<file path="src/shared/pfd_pkg.sv">
// Shared constants and types for the phase/frequency detector.
package pfd_pkg;

  // Clock and pulse timing.
  localparam int CLK_PERIOD_NS = 25;
  localparam int MIN_PULSE_NS  = 50;
  // A least time rounds up to whole clock cycles.
  localparam int MIN_PULSE_CYC_INT =
    (MIN_PULSE_NS + CLK_PERIOD_NS - 1) / CLK_PERIOD_NS;

  // Edge pulse width, counted in clock cycles.
  localparam int PULSE_W = 4;
  typedef logic [PULSE_W-1:0] pfd_width_t;
  localparam pfd_width_t WIDTH_ZERO    = pfd_width_t'(0);
  localparam pfd_width_t WIDTH_ONE     = pfd_width_t'(1);
  localparam pfd_width_t MIN_PULSE_CYC = pfd_width_t'(MIN_PULSE_CYC_INT);

  // Reference divider ratio.
  localparam int DIV_W = 16;
  typedef logic [DIV_W-1:0] pfd_div_t;
  localparam pfd_div_t DIV_ZERO = pfd_div_t'(0);
  localparam pfd_div_t DIV_ONE  = pfd_div_t'(1);

  // Positions of the asynchronous pins in the synchroniser bank.
  localparam int PIN_OSC = 0;
  localparam int PIN_FB  = 1;
  localparam int PIN_POL = 2;
  localparam int PIN_CNT = 3;

  // Edge pulse generator states.
  typedef enum logic {
    PFD_IDLE  = 1'b0,
    PFD_PULSE = 1'b1
  } pfd_pulse_state_e;

endpackage

</file>
<file path="src/verilog/pfd_edge_pulse.sv">
// Rising-edge detector that stretches each edge into a fixed-width pulse.
`timescale 1ns/1ps
module pfd_edge_pulse (
  input  wire logic               clk_i,
  input  wire logic               reset_i,
  input  wire logic               level_i,
  input  wire pfd_pkg::pfd_width_t width_i,
  output logic                    rise_o,
  output logic                    pulse_o
);
  import pfd_pkg::*;

  logic             level_prev_reg;
  pfd_pulse_state_e state_reg;
  pfd_pulse_state_e state_next;
  pfd_width_t       cnt_reg;
  pfd_width_t       cnt_next;

  wire              rise_w;
  wire              last_w;
  wire pfd_width_t  width_eff_w;
  wire pfd_width_t  load_w;

  assign rise_w = level_i & ~level_prev_reg;
  assign last_w = (cnt_reg == WIDTH_ZERO);
  // A zero width setting falls back to the nominal minimum.
  assign width_eff_w = (width_i == WIDTH_ZERO) ? MIN_PULSE_CYC : width_i;
  assign load_w = width_eff_w - WIDTH_ONE;

  always_comb begin
    state_next = state_reg;
    cnt_next   = cnt_reg;
    case (state_reg)
      PFD_IDLE: begin
        if (rise_w) begin
          state_next = PFD_PULSE;
          cnt_next   = load_w;
        end
      end
      PFD_PULSE: begin
        if (rise_w) begin
          cnt_next = load_w;
        end else if (last_w) begin
          state_next = PFD_IDLE;
        end else begin
          cnt_next = cnt_reg - WIDTH_ONE;
        end
      end
      default: begin
        state_next = PFD_IDLE;
        cnt_next   = WIDTH_ZERO;
      end
    endcase
  end

  always_ff @(posedge clk_i) begin
    if (reset_i) begin
      level_prev_reg <= 1'b0;
      state_reg      <= PFD_IDLE;
      cnt_reg        <= WIDTH_ZERO;
    end else begin
      level_prev_reg <= level_i;
      state_reg      <= state_next;
      cnt_reg        <= cnt_next;
    end
  end

  assign rise_o  = rise_w;
  assign pulse_o = (state_reg == PFD_PULSE);
endmodule

</file>
<file path="src/verilog/pfd_ref_divider.sv">
// Divides the oscillator pin down to the comparison reference.
`timescale 1ns/1ps
module pfd_ref_divider (
  input  wire logic            clk_i,
  input  wire logic            reset_i,
  input  wire logic            osc_i,
  input  wire pfd_pkg::pfd_div_t ratio_i,
  output logic                 ref_o
);
  import pfd_pkg::*;

  logic      osc_prev_reg;
  logic      ref_reg;
  logic      ref_next;
  pfd_div_t  cnt_reg;
  pfd_div_t  cnt_next;

  wire       osc_rise_w;
  wire       bypass_w;
  wire       wrap_w;
  wire pfd_div_t half_w;

  assign osc_rise_w = osc_i & ~osc_prev_reg;
  // Ratios of zero and one pass the oscillator straight through.
  assign bypass_w = (ratio_i <= DIV_ONE);
  assign wrap_w   = (cnt_reg >= ratio_i - DIV_ONE);
  assign half_w   = ratio_i >> 1;

  always_comb begin
    cnt_next = cnt_reg;
    if (bypass_w) begin
      cnt_next = DIV_ZERO;
    end else if (osc_rise_w) begin
      cnt_next = wrap_w ? DIV_ZERO : cnt_reg + DIV_ONE;
    end
    ref_next = bypass_w ? osc_i : (cnt_next < half_w);
  end

  always_ff @(posedge clk_i) begin
    if (reset_i) begin
      osc_prev_reg <= 1'b0;
      cnt_reg      <= DIV_ZERO;
      ref_reg      <= 1'b0;
    end else begin
      osc_prev_reg <= osc_i;
      cnt_reg      <= cnt_next;
      ref_reg      <= ref_next;
    end
  end

  assign ref_o = ref_reg;
endmodule

</file>
<file path="src/verilog/pfd_phase_detector.sv">
// Phase/frequency detector with lead outputs, three-state error and sum.
`timescale 1ns/1ps
// Notes on behaviour
// Reference before feedback gives a reference-lead pulse as wide as lead.
// Feedback before reference gives a feedback-lead pulse as wide as lead.
// Phase error drives high on reference lead, low on feedback lead.
// Lock sum combines both lead pulses and is always driven.
// Whenever one output shows lead, the other still shows a minimum pulse.
// In lock both lead outputs show a minimum pulse every cycle.
// The minimum pulse width is nominally 50 ns.
// Above output senses hold while polarity select is low.
// Each rising edge of either input makes a fixed-width pulse.
// Reference edge with feedback low sets reference latch; feedback clears.
// Feedback edge with reference low sets feedback latch; reference clears.
// Each edge pulse is ORed into its lead output.
// Reference is the oscillator divided by the programmed ratio.
// The minimum pulse width follows the programmed edge-pulse width.
// Polarity select high swaps the sense of the phase error output.
// Reset clears both latches and floats the phase error output.
module pfd_phase_detector (
  input  wire logic               clk_i,
  input  wire logic               reset_i,
  input  wire logic               osc_i,
  input  wire logic               fb_i,
  input  wire logic               polarity_select_i,
  input  wire pfd_pkg::pfd_div_t   ref_divide_i,
  input  wire pfd_pkg::pfd_width_t min_width_i,
  output logic                    ref_lead_pulse_o,
  output logic                    fb_lead_pulse_o,
  output logic                    phase_error_o,
  output logic                    phase_error_oe_o,
  output logic                    lock_sum_o,
  output logic                    ref_div_o
);
  import pfd_pkg::*;

  // Pin synchronisers: stage one is read by stage two only.
  logic [PIN_CNT-1:0] pin_meta_reg;
  logic [PIN_CNT-1:0] pin_sync_reg;
  wire  [PIN_CNT-1:0] pin_raw_w;

  assign pin_raw_w[PIN_OSC] = osc_i;
  assign pin_raw_w[PIN_FB]  = fb_i;
  assign pin_raw_w[PIN_POL] = polarity_select_i;

  genvar gi;
  generate
    for (gi = 0; gi < PIN_CNT; gi++) begin : g_sync
      always_ff @(posedge clk_i) begin
        if (reset_i) begin
          pin_meta_reg[gi] <= 1'b0;
          pin_sync_reg[gi] <= 1'b0;
        end else begin
          pin_meta_reg[gi] <= pin_raw_w[gi];
          pin_sync_reg[gi] <= pin_meta_reg[gi];
        end
      end
    end
  endgenerate

  wire osc_lvl_w;
  wire fb_lvl_w;
  wire pol_lvl_w;

  assign osc_lvl_w = pin_sync_reg[PIN_OSC];
  assign fb_lvl_w  = pin_sync_reg[PIN_FB];
  assign pol_lvl_w = pin_sync_reg[PIN_POL];

  // Reference divider and the two edge pulse generators.
  wire ref_lvl_w;
  wire ref_rise_w;
  wire ref_pulse_w;
  wire fb_rise_w;
  wire fb_pulse_w;

  // The divider's output flop puts the reference one clock behind the
  // oscillator pin; feedback is compared against that divided edge.
  pfd_ref_divider u_ref_div (
    .clk_i   (clk_i),
    .reset_i (reset_i),
    .osc_i   (osc_lvl_w),
    .ratio_i (ref_divide_i),
    .ref_o   (ref_lvl_w)
  );

  pfd_edge_pulse u_ref_edge (
    .clk_i   (clk_i),
    .reset_i (reset_i),
    .level_i (ref_lvl_w),
    .width_i (min_width_i),
    .rise_o  (ref_rise_w),
    .pulse_o (ref_pulse_w)
  );

  pfd_edge_pulse u_fb_edge (
    .clk_i   (clk_i),
    .reset_i (reset_i),
    .level_i (fb_lvl_w),
    .width_i (min_width_i),
    .rise_o  (fb_rise_w),
    .pulse_o (fb_pulse_w)
  );

  // Lead latches. Set and clear come from opposite inputs; a set edge
  // is qualified by the other input being low, so both cannot coincide.
  logic ref_lead_reg;
  logic ref_lead_next;
  logic fb_lead_reg;
  logic fb_lead_next;

  wire ref_set_w;
  wire fb_set_w;

  assign ref_set_w = ref_rise_w & ~fb_lvl_w;
  assign fb_set_w  = fb_rise_w & ~ref_lvl_w;

  always_comb begin
    ref_lead_next = ref_lead_reg;
    if (ref_set_w) begin
      ref_lead_next = 1'b1;
    end else if (fb_rise_w) begin
      ref_lead_next = 1'b0;
    end
  end

  always_comb begin
    fb_lead_next = fb_lead_reg;
    if (fb_set_w) begin
      fb_lead_next = 1'b1;
    end else if (ref_rise_w) begin
      fb_lead_next = 1'b0;
    end
  end

  // The edge pulses are ORed in so that a locked loop still shows
  // minimum pulses on both outputs instead of nothing.
  wire ref_out_next_w;
  wire fb_out_next_w;
  wire one_side_w;
  wire up_w;

  assign ref_out_next_w = ref_lead_reg | ref_pulse_w;
  assign fb_out_next_w  = fb_lead_reg | fb_pulse_w;

  // Coincident pulses mean no net correction, so the error output floats.
  assign one_side_w = ref_out_next_w ^ fb_out_next_w;
  // Low polarity: reference lead pumps up; high polarity swaps the sense.
  assign up_w = ref_out_next_w ^ pol_lvl_w;

  always_ff @(posedge clk_i) begin
    if (reset_i) begin
      ref_lead_reg     <= 1'b0;
      fb_lead_reg      <= 1'b0;
      ref_lead_pulse_o <= 1'b0;
      fb_lead_pulse_o  <= 1'b0;
      phase_error_o    <= 1'b0;
      phase_error_oe_o <= 1'b0;
      lock_sum_o       <= 1'b0;
    end else begin
      ref_lead_reg     <= ref_lead_next;
      fb_lead_reg      <= fb_lead_next;
      ref_lead_pulse_o <= ref_out_next_w;
      fb_lead_pulse_o  <= fb_out_next_w;
      phase_error_o    <= one_side_w & up_w;
      phase_error_oe_o <= one_side_w;
      lock_sum_o       <= ref_out_next_w | fb_out_next_w;
    end
  end

  assign ref_div_o = ref_lvl_w;
endmodule

</file>
<file path="config.mk">
export PLATFORM = sky130hd
export DESIGN_NAME = pfd_phase_detector
export DESIGN_NICKNAME = d
export VERILOG_FILES = /design/src/shared/pfd_pkg.sv /design/src/verilog/pfd_edge_pulse.sv /design/src/verilog/pfd_ref_divider.sv /design/src/verilog/pfd_phase_detector.sv
export SDC_FILE = /design/constraint.sdc
export NUM_CORES = 1
export LEC_CHECK = 0
export BUFFER_PORTS_ARGS = -buffer_cell sky130_fd_sc_hd__buf_2
export CAP_MARGIN = 10
export CELL_PAD_IN_SITES_DETAIL_PLACEMENT = 1
export CELL_PAD_IN_SITES_GLOBAL_PLACEMENT = 1
export CORE_UTILIZATION = 48
export CTS_CLUSTER_DIAMETER = 200
export DETAILED_ROUTE_END_ITERATION = 16
export PLACE_DENSITY = 0.84
export REMOVE_ABC_BUFFERS = 1
export SKIP_CTS_REPAIR_TIMING = 1
export SLEW_MARGIN = 20
export SYNTH_ARGS = -nofsm -noshare
export SYNTH_HDL_FRONTEND = slang
export SYNTH_SLANG_ARGS = --single-unit
</file>
<file path="constraint.sdc">
create_clock -name clk_i -period 12.97 [get_ports clk_i]
set_clock_uncertainty 0.1 [all_clocks]
set_input_delay 3.891 -clock clk_i [delete_from_list [all_inputs] [get_ports clk_i]]
set_output_delay 3.891 -clock clk_i [all_outputs]
set_load 0.01 [all_outputs]
</file>
==> flow_summary.json, run 1 <==
{
  "wl_per_cell_um": 16.19,
  "maxCapViolCount": 0,
  "grt_max_degree": 45,
  "period_share_pct": 60.70,
  "powerDensity_nw_per_um2": 83.56,
  "portBuffers": 30,
  "dieArea_sq_um": 6662,
  "syn_inst": 359,
  "numCtsBuffers": 5,
  "final_layout_size_suffix_gt1_share_pct": 15.98,
  "cp-end-kind": "flop",
  "dp.cells": 455,
  "grt_pass1_vias": 2544,
  "relSlewSlack_pct": 46.50,
  "crit_start": "ref_divide_i[1]",
  "ir_drop_mv": 0.06446,
  "place_ws_ns": 4.794,
  "ios": 31,
  "cp_slowest_cell": "a21bo_4",
  "cp.required_ns": 13.06,
  "largest_reg_flops": 16,
  "slew_violations": 0,
  "holdWs_ns": 0.3354,
  "synth_seq_area_share_pct": 28.29,
  "vias": 2577,
  "cp.arrival_ns": 7.97,
  "grt_usage_pct": 24.51,
  "initial_utilization_pct": 50.50,
  "rrSetupSlack_ns": 9.38,
  "netlist_area_sq_um": 3043,
  "antenna_found_initial": 0,
  "synth.distinct_cells": 46,
  "hold_path_class": "flop to flop",
  "startpoint_type": "input pin",
  "routed_wirelength_um": 7494,
  "h-tree-depth": 2,
  "cpPeakStageDelay_ns": 0.46,
  "async_reset_ff_share_pct": 0,
  "ys_ff_latch": 43,
  "place_hpwl_um": 5721,
  "synth_warnings": 0,
  "final_core_util_pct": 54.98,
  "die_w_um": 81.62,
  "n_fill_cell": 773,
  "area_delta_synth_final_pct": 8.882,
  "worstPathCellList": "buf_2 > inv_1 > ha_1 > nand2_1 > nor2_1 > nand2_1 > nor4_1 > xnor2_1 > ha_1 > nand4_1 > nor3_1 > a221oi_1 > o211ai_2 > a21bo_4 > nor2_1 > ha_1 > and4_1 > and2_1 > and3_1 > nand4_1 > o2bb2ai_1 > a21oi_1",
  "endpoint": "u_ref_div.ref_o",
  "yosys_most_used_dff": "dfxtp_1",
  "rsz0062_at_grt": "false",
  "crit_path_max_fanout": 30,
  "finalNonFillerCells": 463,
  "crit_type": "input pin to flop",
  "rows": 28,
  "tritoncts": "built",
  "core_area_sq_um": 6026,
  "synth_edf_count": 0,
  "post_dp_cell_area_sq_um": 3221,
  "drc_errors": 0,
  "clk_latency_ns": 0.31,
  "finalSetupTns_ns": 0,
  "power_mw": 0.2768,
  "antenna_cells": 0,
  "grt-ovfl-total": 0,
  "r2r_cells": 14,
  "place.gp.congestion": 0.8438,
  "status": "finished clean",
  "fmax_mhz": 127.0,
  "fin_nets": 451,
  "period_minus_slack_ns": 7.873,
  "clock-sinks": 43,
  "p_leak_nw": 1.489,
  "final_hold_viol_count": 0,
  "drtIter0Drc": 150,
  "r2r_end": "u_ref_div.ref_o",
  "avgViaCountPerCell": 5.566,
  "root_buffer": "clkbuf_8",
  "tightest_slew_ns": 0.8009,
  "final_area_sq_um": 3313,
  "ant_nets": 0,
  "fin_ws_ns": 5.097,
  "syn-mean-instance-area_sq_um": 8.476,
  "grt_pass1_wl_um": 12280,
  "r2r_start": "u_ref_div.cnt_reg[0]",
  "first_pass_iters": 4,
  "die_h_um": 81.62,
  "setup_viol": 0,
  "crit_top_cell": "ha_1",
  "cts_buffer_depth": 2,
  "path_clk_slew_ns": 0.09
}
==> worst min-delay path by stage <==
stage               cells after the start        end  slack [ns]            start
floorplan                               1   fb_lvl_w        0.31  pin_meta_reg[1]
global placement                        1  pol_lvl_w        0.32  pin_meta_reg[2]
detailed placement                      1  osc_lvl_w        0.32  pin_meta_reg[0]
CTS                                     1  osc_lvl_w        0.34  pin_meta_reg[0]
global route                            1  pol_lvl_w        0.36  pin_meta_reg[2]
finish                                  1  osc_lvl_w        0.34  pin_meta_reg[0]
==> cell type report <==
type                            instances  area, sq um  area share [%]
Tap cell                               75        93.84           2.832
Timing Repair Buffer                   31        157.7           4.758
Clock buffer                            5        68.82           2.077
Multi-Input combinational cell        281         2014           60.80
Clock inverter                          3        23.77          0.7175
Sequential cell                        43        860.8           25.98
Inverter                               25        93.84           2.832
==> worst max-delay path: cells and delay by family <==
family	cells	cell delay [ns]
fa+ha+maj	3	0.91
xor+xnor	1	0.11
compound gates	5	0.96
buf+inv	2	0.19
simple gates	11	1.89
==> metal layers <==
layer	part of all wire [%]	vias to the layer above	GRT usage, %
met5	0	-	0
met4	1.4	0	6.491
met1	47	1216	30.92
met3	3.4	9	5.333
li1	-	1314	-
met2	48	38	42.00
==> kinds of logic after synthesis <==
kind of cell	after synthesis	synth area share [%]
and+or+nand+nor	159	29.65
adders and majority gates	39	16.04
AOI/OAI and AO/OA	51	11.27
buffers and inverters	35	5.510
muxes	1	0.3290
DFF	43	28.29
xor gates and xnor gates	31	8.923
==> cell usage after synthesis, types with 2 or more instances <==
library cell	number	share of area [%]
nor2b_1	11	2.3
xnor2_1	19	5.5
nand4b_1	2	0.58
and2_1	2	0.41
dfxtp_1	43	28
and4_1	6	1.7
ha_1	39	16
nor4_2	2	0.82
o31ai_1	3	0.74
a21oi_1	18	3.0
clkbuf_1	5	0.62
nor3b_1	3	0.74
a31oi_1	2	0.41
o21ai_0	6	0.99
inv_1	25	3.1
o21ai_1	4	0.66
nand2_1	24	3.0
xor2_1	12	3.5
nand4_1	9	1.9
nor3_1	11	1.8
nor4_1	2	0.41
nand3_1	9	1.5
a211oi_1	4	0.99
o2111ai_1	2	0.58
a21boi_1	2	0.49
nand2b_1	5	1.0
a221oi_1	3	0.86
and3_1	7	1.4
nor3_2	16	5.3
nor2_1	47	5.8
==> where the power goes <==
part           total, mW  switching (mW)  leakage (nW)  internal [mW]
Sequential         0.141         0.00374         0.351          0.137
Combinational     0.0456          0.0268          1.10         0.0188
Clock             0.0901          0.0516        0.0408         0.0385
==> layout by cell type (no fill, tap or decap), types with 3 or more instances in the layout <==
master	netlist	layout
nor2_1	47	47
dfxtp_1	43	43
ha_1	39	39
buf_2	1	30
inv_1	25	25
nand2_1	24	24
xnor2_1	19	19
a21oi_1	18	18
nor3_2	16	16
xor2_1	12	12
nor3_1	11	11
nor2b_1	11	11
nand4_1	9	9
nand3_1	9	9
and3_1	7	7
o21ai_0	6	6
and4_1	6	6
nand2b_1	5	5
clkbuf_8	0	5
a211oi_1	4	4
o21ai_1	4	4
a221oi_1	3	3
nor3b_1	3	3
o31ai_1	3	3
Power figures use the tool's default switching activity.
==> run 2: changes to the inputs <==
--- a/config.mk
+++ b/config.mk
@@ -9,10 +9,10 @@
 export CAP_MARGIN = 10
 export CELL_PAD_IN_SITES_DETAIL_PLACEMENT = 1
 export CELL_PAD_IN_SITES_GLOBAL_PLACEMENT = 1
-export CORE_UTILIZATION = 48
+export CORE_UTILIZATION = 45
 export CTS_CLUSTER_DIAMETER = 200
 export DETAILED_ROUTE_END_ITERATION = 16
-export PLACE_DENSITY = 0.84
+export PLACE_DENSITY = 0.79
 export REMOVE_ABC_BUFFERS = 1
 export SKIP_CTS_REPAIR_TIMING = 1
 export SLEW_MARGIN = 20
==> constraint.sdc (replaced) <==
create_clock -name clk_i -period 7.33 [get_ports clk_i]
set_clock_uncertainty 0.1 [all_clocks]
set_input_delay 2.199 -clock clk_i [delete_from_list [all_inputs] [get_ports clk_i]]
set_output_delay 2.199 -clock clk_i [all_outputs]
set_load 0.01 [all_outputs]
==> run 2 against run 1 <==
  * The flow now finishes with violations (design-rule violations)
  * Clock-buffer cell count up 1
  * Design area up 1.3%
  * Flip-flop and latch count is the same
  * Critical path depth unchanged
  * Global-route usage fell by 1.1 points
  * Register-to-register slack worse by 5.6 ns
  * Largest power group unchanged
==> flow_summary.json, run 2 (synthesized netlist as in run 1, its figures left out) <==
{
  "crit_path_max_fanout": 30,
  "final_hold_viol_count": 0,
  "wl_per_cell_um": 16.55,
  "clk_latency_ns": 0.29,
  "initial_utilization_pct": 47.38,
  "largest_reg_flops": 16,
  "portBuffers": 30,
  "drc_errors": 4,
  "crit_top_cell": "ha_1",
  "final_layout_size_suffix_gt1_share_pct": 15.72,
  "drtIter0Drc": 73,
  "slew_violations": 0,
  "powerDensity_nw_per_um2": 163.9,
  "relSlewSlack_pct": 43.74,
  "place_hpwl_um": 6021,
  "finalNonFillerCells": 465,
  "startpoint_type": "input pin",
  "die_w_um": 84.23,
  "ios": 31,
  "first_pass_iters": 10,
  "status": "finished with violations",
  "period_share_pct": 85.16,
  "die_h_um": 84.23,
  "setup_viol": 0,
  "dp.cells": 457,
  "routed_wirelength_um": 7695,
  "cp_slowest_cell": "a21bo_4",
  "place_ws_ns": 0.8040,
  "antenna_found_initial": 0,
  "fin_ws_ns": 1.088,
  "dieArea_sq_um": 7095,
  "cp-end-kind": "flop",
  "multiInputGateArea_sq_um": 2014,
  "grt-ovfl-total": 0,
  "post_dp_cell_area_sq_um": 3223,
  "place.gp.congestion": 0.8356,
  "finalSetupTns_ns": 0,
  "tritoncts": "built",
  "final-seq-area_sq_um": 860.8,
  "cp.required_ns": 7.41,
  "violations": "design-rule violations",
  "hold_path_class": "flop to flop",
  "mostFrequentLayoutCell": "nor2_1",
  "fmax_mhz": 160.2,
  "power_mw": 0.5499,
  "grt_max_degree": 45,
  "avgViaCountPerCell": 5.512,
  "cpPeakStageDelay_ns": 0.46,
  "rows": 29,
  "grt_pass1_wl_um": 13230,
  "h-tree-depth": 2,
  "antenna_cells": 0,
  "fin_nets": 451,
  "area_delta_synth_final_pct": 10.28,
  "grt_usage_pct": 23.40,
  "layout_common_cells": "nor2_1, dfxtp_1, ha_1",
  "path_clk_slew_ns": 0.08,
  "worstPathCellList": "buf_2 > inv_1 > ha_1 > nand2_1 > nor2_1 > nand2_1 > nor4_1 > xnor2_1 > ha_1 > nand4_1 > nor3_1 > a221oi_1 > o211ai_2 > a21bo_4 > nor2_1 > ha_1 > and4_1 > and2_1 > and3_1 > nand4_1 > o2bb2ai_1 > a21oi_1",
  "ant_nets": 0,
  "tightest_slew_ns": 0.8421,
  "numCtsBuffers": 5,
  "cp.arrival_ns": 6.32,
  "ir_drop_mv": 0.1025,
  "crit_type": "input pin to flop",
  "p_leak_nw": 1.514,
  "n_fill_cell": 798,
  "vias": 2563,
  "maxCapViolCount": 0,
  "root_buffer": "clkbuf_8",
  "clock-sinks": 43,
  "rsz0062_at_grt": "false",
  "final_area_sq_um": 3356,
  "core_area_sq_um": 6422,
  "cts_buffer_depth": 2,
  "period_minus_slack_ns": 6.242,
  "grt_pass1_vias": 2775
}
run 2: worst paths after layout:
path	start	to	slack (ns)	cells after the start
worst max-delay path	ref_divide_i[0]	u_ref_div.ref_o	1.09	22
worst min-delay path	pin_meta_reg[2]	pol_lvl_w	0.35	1
worst max register to register	u_ref_div.cnt_reg[0]	u_ref_div.ref_o	3.76	14
worst min register to register	pin_meta_reg[2]	pol_lvl_w	0.35	1
run 2: power by group:
part | leakage [nW] | switching [mW] | internal [mW] | total (mW)
combinational | 1.10 | 0.0489 | 0.0338 | 0.0827
sequential | 0.351 | 0.00667 | 0.243 | 0.250
clock | 0.0654 | 0.0812 | 0.136 | 0.217
run 2: critical path, delay by kind of cell:
kind,cells,cell delay (ns)
AND/OR/NAND/NOR,11,1.91
AO/OA/AOI/OAI,5,0.97
XOR/XNOR,1,0.11
adder cells (fa/ha/maj),3,0.90
buffers and inverters,2,0.21
run 2: cell type report:
type | instances | area share (%)
clock inverter | 2 | 1.790
multi-input combinational | 281 | 60.03
inverter | 25 | 2.796
tap | 77 | 2.871
sequential | 43 | 25.65
clock buffer | 6 | 2.163
timing repair buffer | 31 | 4.698
run 2: routing by layer:
metal / part of all wire [%] / global-route usage, %
met3: 2.4 / 3.638
met1: 48 / 29.93
met4: 0.60 / 5.016
met2: 49 / 41.58
met5: 0 / 0
run 2: metrics by stage:
step,util [%],hold slack (ns)
final,52.25,0.3455
after global routing,52.25,0.3811
after CTS,52.25,0.3521
after detailed placement,50.19,0.3324
after global placement,50.19,0.3188
after floorplan,-,0.3138
==> run 3: changes to the inputs <==
--- a/config.mk
+++ b/config.mk
@@ -8,8 +8,8 @@
 export BUFFER_PORTS_ARGS = -buffer_cell sky130_fd_sc_hd__buf_2
 export CAP_MARGIN = 10
 export CELL_PAD_IN_SITES_DETAIL_PLACEMENT = 1
-export CELL_PAD_IN_SITES_GLOBAL_PLACEMENT = 1
-export CORE_UTILIZATION = 45
+export CELL_PAD_IN_SITES_GLOBAL_PLACEMENT = 2
+export CORE_UTILIZATION = 36
 export CTS_CLUSTER_DIAMETER = 200
 export DETAILED_ROUTE_END_ITERATION = 16
 export PLACE_DENSITY = 0.79
==> run 3 against run 2 <==
  * The run now ends clean
  * Power decreased by 5.6%
  * Clock-buffer cell count unchanged
  * Sequential share of layout area decreased by 0.15 points
  * Register-to-register slack about the same
  * Final cell count increased by 6.0%
  * Worst hold slack improved by 0.0018 ns
  * Core utilization decreased by 11 points
  * Critical path depth decreased by 1
  * First-iteration DRC count decreased by 15%
  * Critical path type unchanged
==> flow_summary.json, run 3 (synthesized netlist as in run 1, its figures left out) <==
{
  "tritoncts": "built",
  "clk_latency_ns": 0.29,
  "relSlewSlack_pct": 37.58,
  "rows": 33,
  "final_hold_viol_count": 0,
  "grt_pass1_vias": 2536,
  "cp_slowest_cell": "a21bo_4",
  "n_fill_cell": 1014,
  "grt_max_degree": 45,
  "finalSetupTns_ns": 0,
  "grt-ovfl-total": 0,
  "antenna_found_initial": 0,
  "slew_violations": 0,
  "mostFrequentLayoutCell": "nor2_1",
  "period_minus_slack_ns": 6.228,
  "h-tree-depth": 2,
  "layout_common_cells": "nor2_1, dfxtp_1, ha_1",
  "cts_buffer_depth": 2,
  "antenna_cells": 0,
  "crit_buf_inv": 2,
  "numCtsBuffers": 5,
  "worstPathCellList": "buf_2 > inv_1 > ha_1 > nand2_1 > nor2_1 > nand2_1 > nor4_1 > xnor2_1 > ha_1 > nand4_1 > nor3_1 > a221oi_1 > o211ai_2 > a21bo_4 > nor2_1 > ha_1 > a2111o_1 > a31oi_1 > nand2_1 > o2bb2ai_1 > a21oi_1",
  "place_hpwl_um": 5992,
  "crit_type": "input pin to flop",
  "final_layout_size_suffix_gt1_share_pct": 15.98,
  "place.gp.congestion": 0.7583,
  "path_clk_slew_ns": 0.09,
  "largest_reg_flops": 16,
  "holdWs_ns": 0.3473,
  "root_buffer": "clkbuf_8",
  "dieArea_sq_um": 8824,
  "cp.required_ns": 7.46,
  "routed_wirelength_um": 7365,
  "grt_usage_pct": 17.71,
  "avgViaCountPerCell": 5.136,
  "cpPeakStageDelay_ns": 0.45,
  "drc_errors": 0,
  "clock-sinks": 43,
  "maxCapViolCount": 0,
  "final_core_util_pct": 41.08,
  "ios": 31,
  "cp-end-kind": "flop",
  "core_area_sq_um": 8217,
  "wl_per_cell_um": 14.94,
  "crit_path_max_fanout": 30,
  "drtIter0Drc": 62,
  "setup_viol": 0,
  "cp.arrival_ns": 6.36,
  "die_h_um": 93.94,
  "rsz0062_at_grt": "false",
  "status": "finished clean",
  "portBuffers": 30,
  "tightest_slew_ns": 0.9344,
  "fmax_mhz": 160.6,
  "cp_top_family": "compound AO/OA/AOI/OAI gates",
  "p_leak_nw": 1.510,
  "powerDensity_nw_per_um2": 153.8,
  "hold_path_class": "flop to flop",
  "first_pass_iters": 4,
  "period_share_pct": 84.96,
  "vias": 2532,
  "die_w_um": 93.94,
  "grt_pass1_wl_um": 12190,
  "ir_drop_mv": 0.06880,
  "startpoint_type": "input pin",
  "initial_utilization_pct": 37.03,
  "area_delta_synth_final_pct": 10.94,
  "ant_nets": 0,
  "fin_nets": 451
}
-- run 3: cell types whose count changed in the layout (fill, tap and decap cells not counted) --
cell / change
bufinv_16: -1
clkinv_2: +1
clkbuf_8: +1
clkbuf_1: -1
-- run 3: worst paths after layout --
kind	startpoint	to	slack, ns	depth (start not counted)
worst min-delay path	pin_meta_reg[0]	osc_lvl_w	0.35	1
worst min register to register	pin_meta_reg[0]	osc_lvl_w	0.35	1
worst max-delay path	ref_divide_i[1]	u_ref_div.ref_o	1.10	21
worst max register to register	u_ref_div.cnt_reg[0]	u_ref_div.ref_o	3.76	14
-- run 3: routing by layer --
metal / global-route usage [%] / routed length [um] / vias to the layer above
met5: 0 / 0 / -
met3: 2.751 / 174 / 5
met4: 2.692 / 25 / 0
met2: 31.51 / 3638 / 28
li1: - / - / 1315
met1: 22.77 / 3526 / 1184
-- run 3: final cells by class --
cell class | count | area [sq um] | area share [%]
tap | 105 | 131.4 | 3.892
sequential | 43 | 860.8 | 25.50
clock buffer | 6 | 82.58 | 2.446
timing repair buffer | 31 | 157.7 | 4.670
inverter | 25 | 93.84 | 2.780
clock inverter | 2 | 35.03 | 1.038
multi-input combinational | 281 | 2014 | 59.67
-- run 3: per-stage QoR --
stage | area, sq um | setup slack (ns) | cells | power, mW
global route | 3376 | 0.7351 | 493 | 0.5469
floorplan | 2969 | 1.489 | 349 | 0.3026
finish | 3376 | 1.102 | 493 | 0.5192
global placement | 3258 | 0.9268 | 485 | 0.3341
CTS | 3376 | 1.068 | 493 | 0.5276
detailed placement | 3258 | 0.7734 | 485 | 0.3358
-- run 3: worst register-to-register path, cell delays in order (launching register included) --
cell,delay [ns]
dfxtp_1,0.39
inv_1,0.11
ha_1,0.28
nand2b_4,0.14
a2111oi_2,0.43
nand3b_1,0.18
o211ai_2,0.13
a21bo_4,0.38
nor2_1,0.18
ha_1,0.27
a2111o_1,0.44
a31oi_1,0.18
nand2_1,0.09
o2bb2ai_1,0.13
a21oi_1,0.10
-- run 3: where the power goes --
| part | internal [mW] | switching [mW] |
|---|---|---|
| Combinational | 0.0335 | 0.0469 |
| Clock | 0.110 | 0.0794 |
| Sequential | 0.243 | 0.00610 |
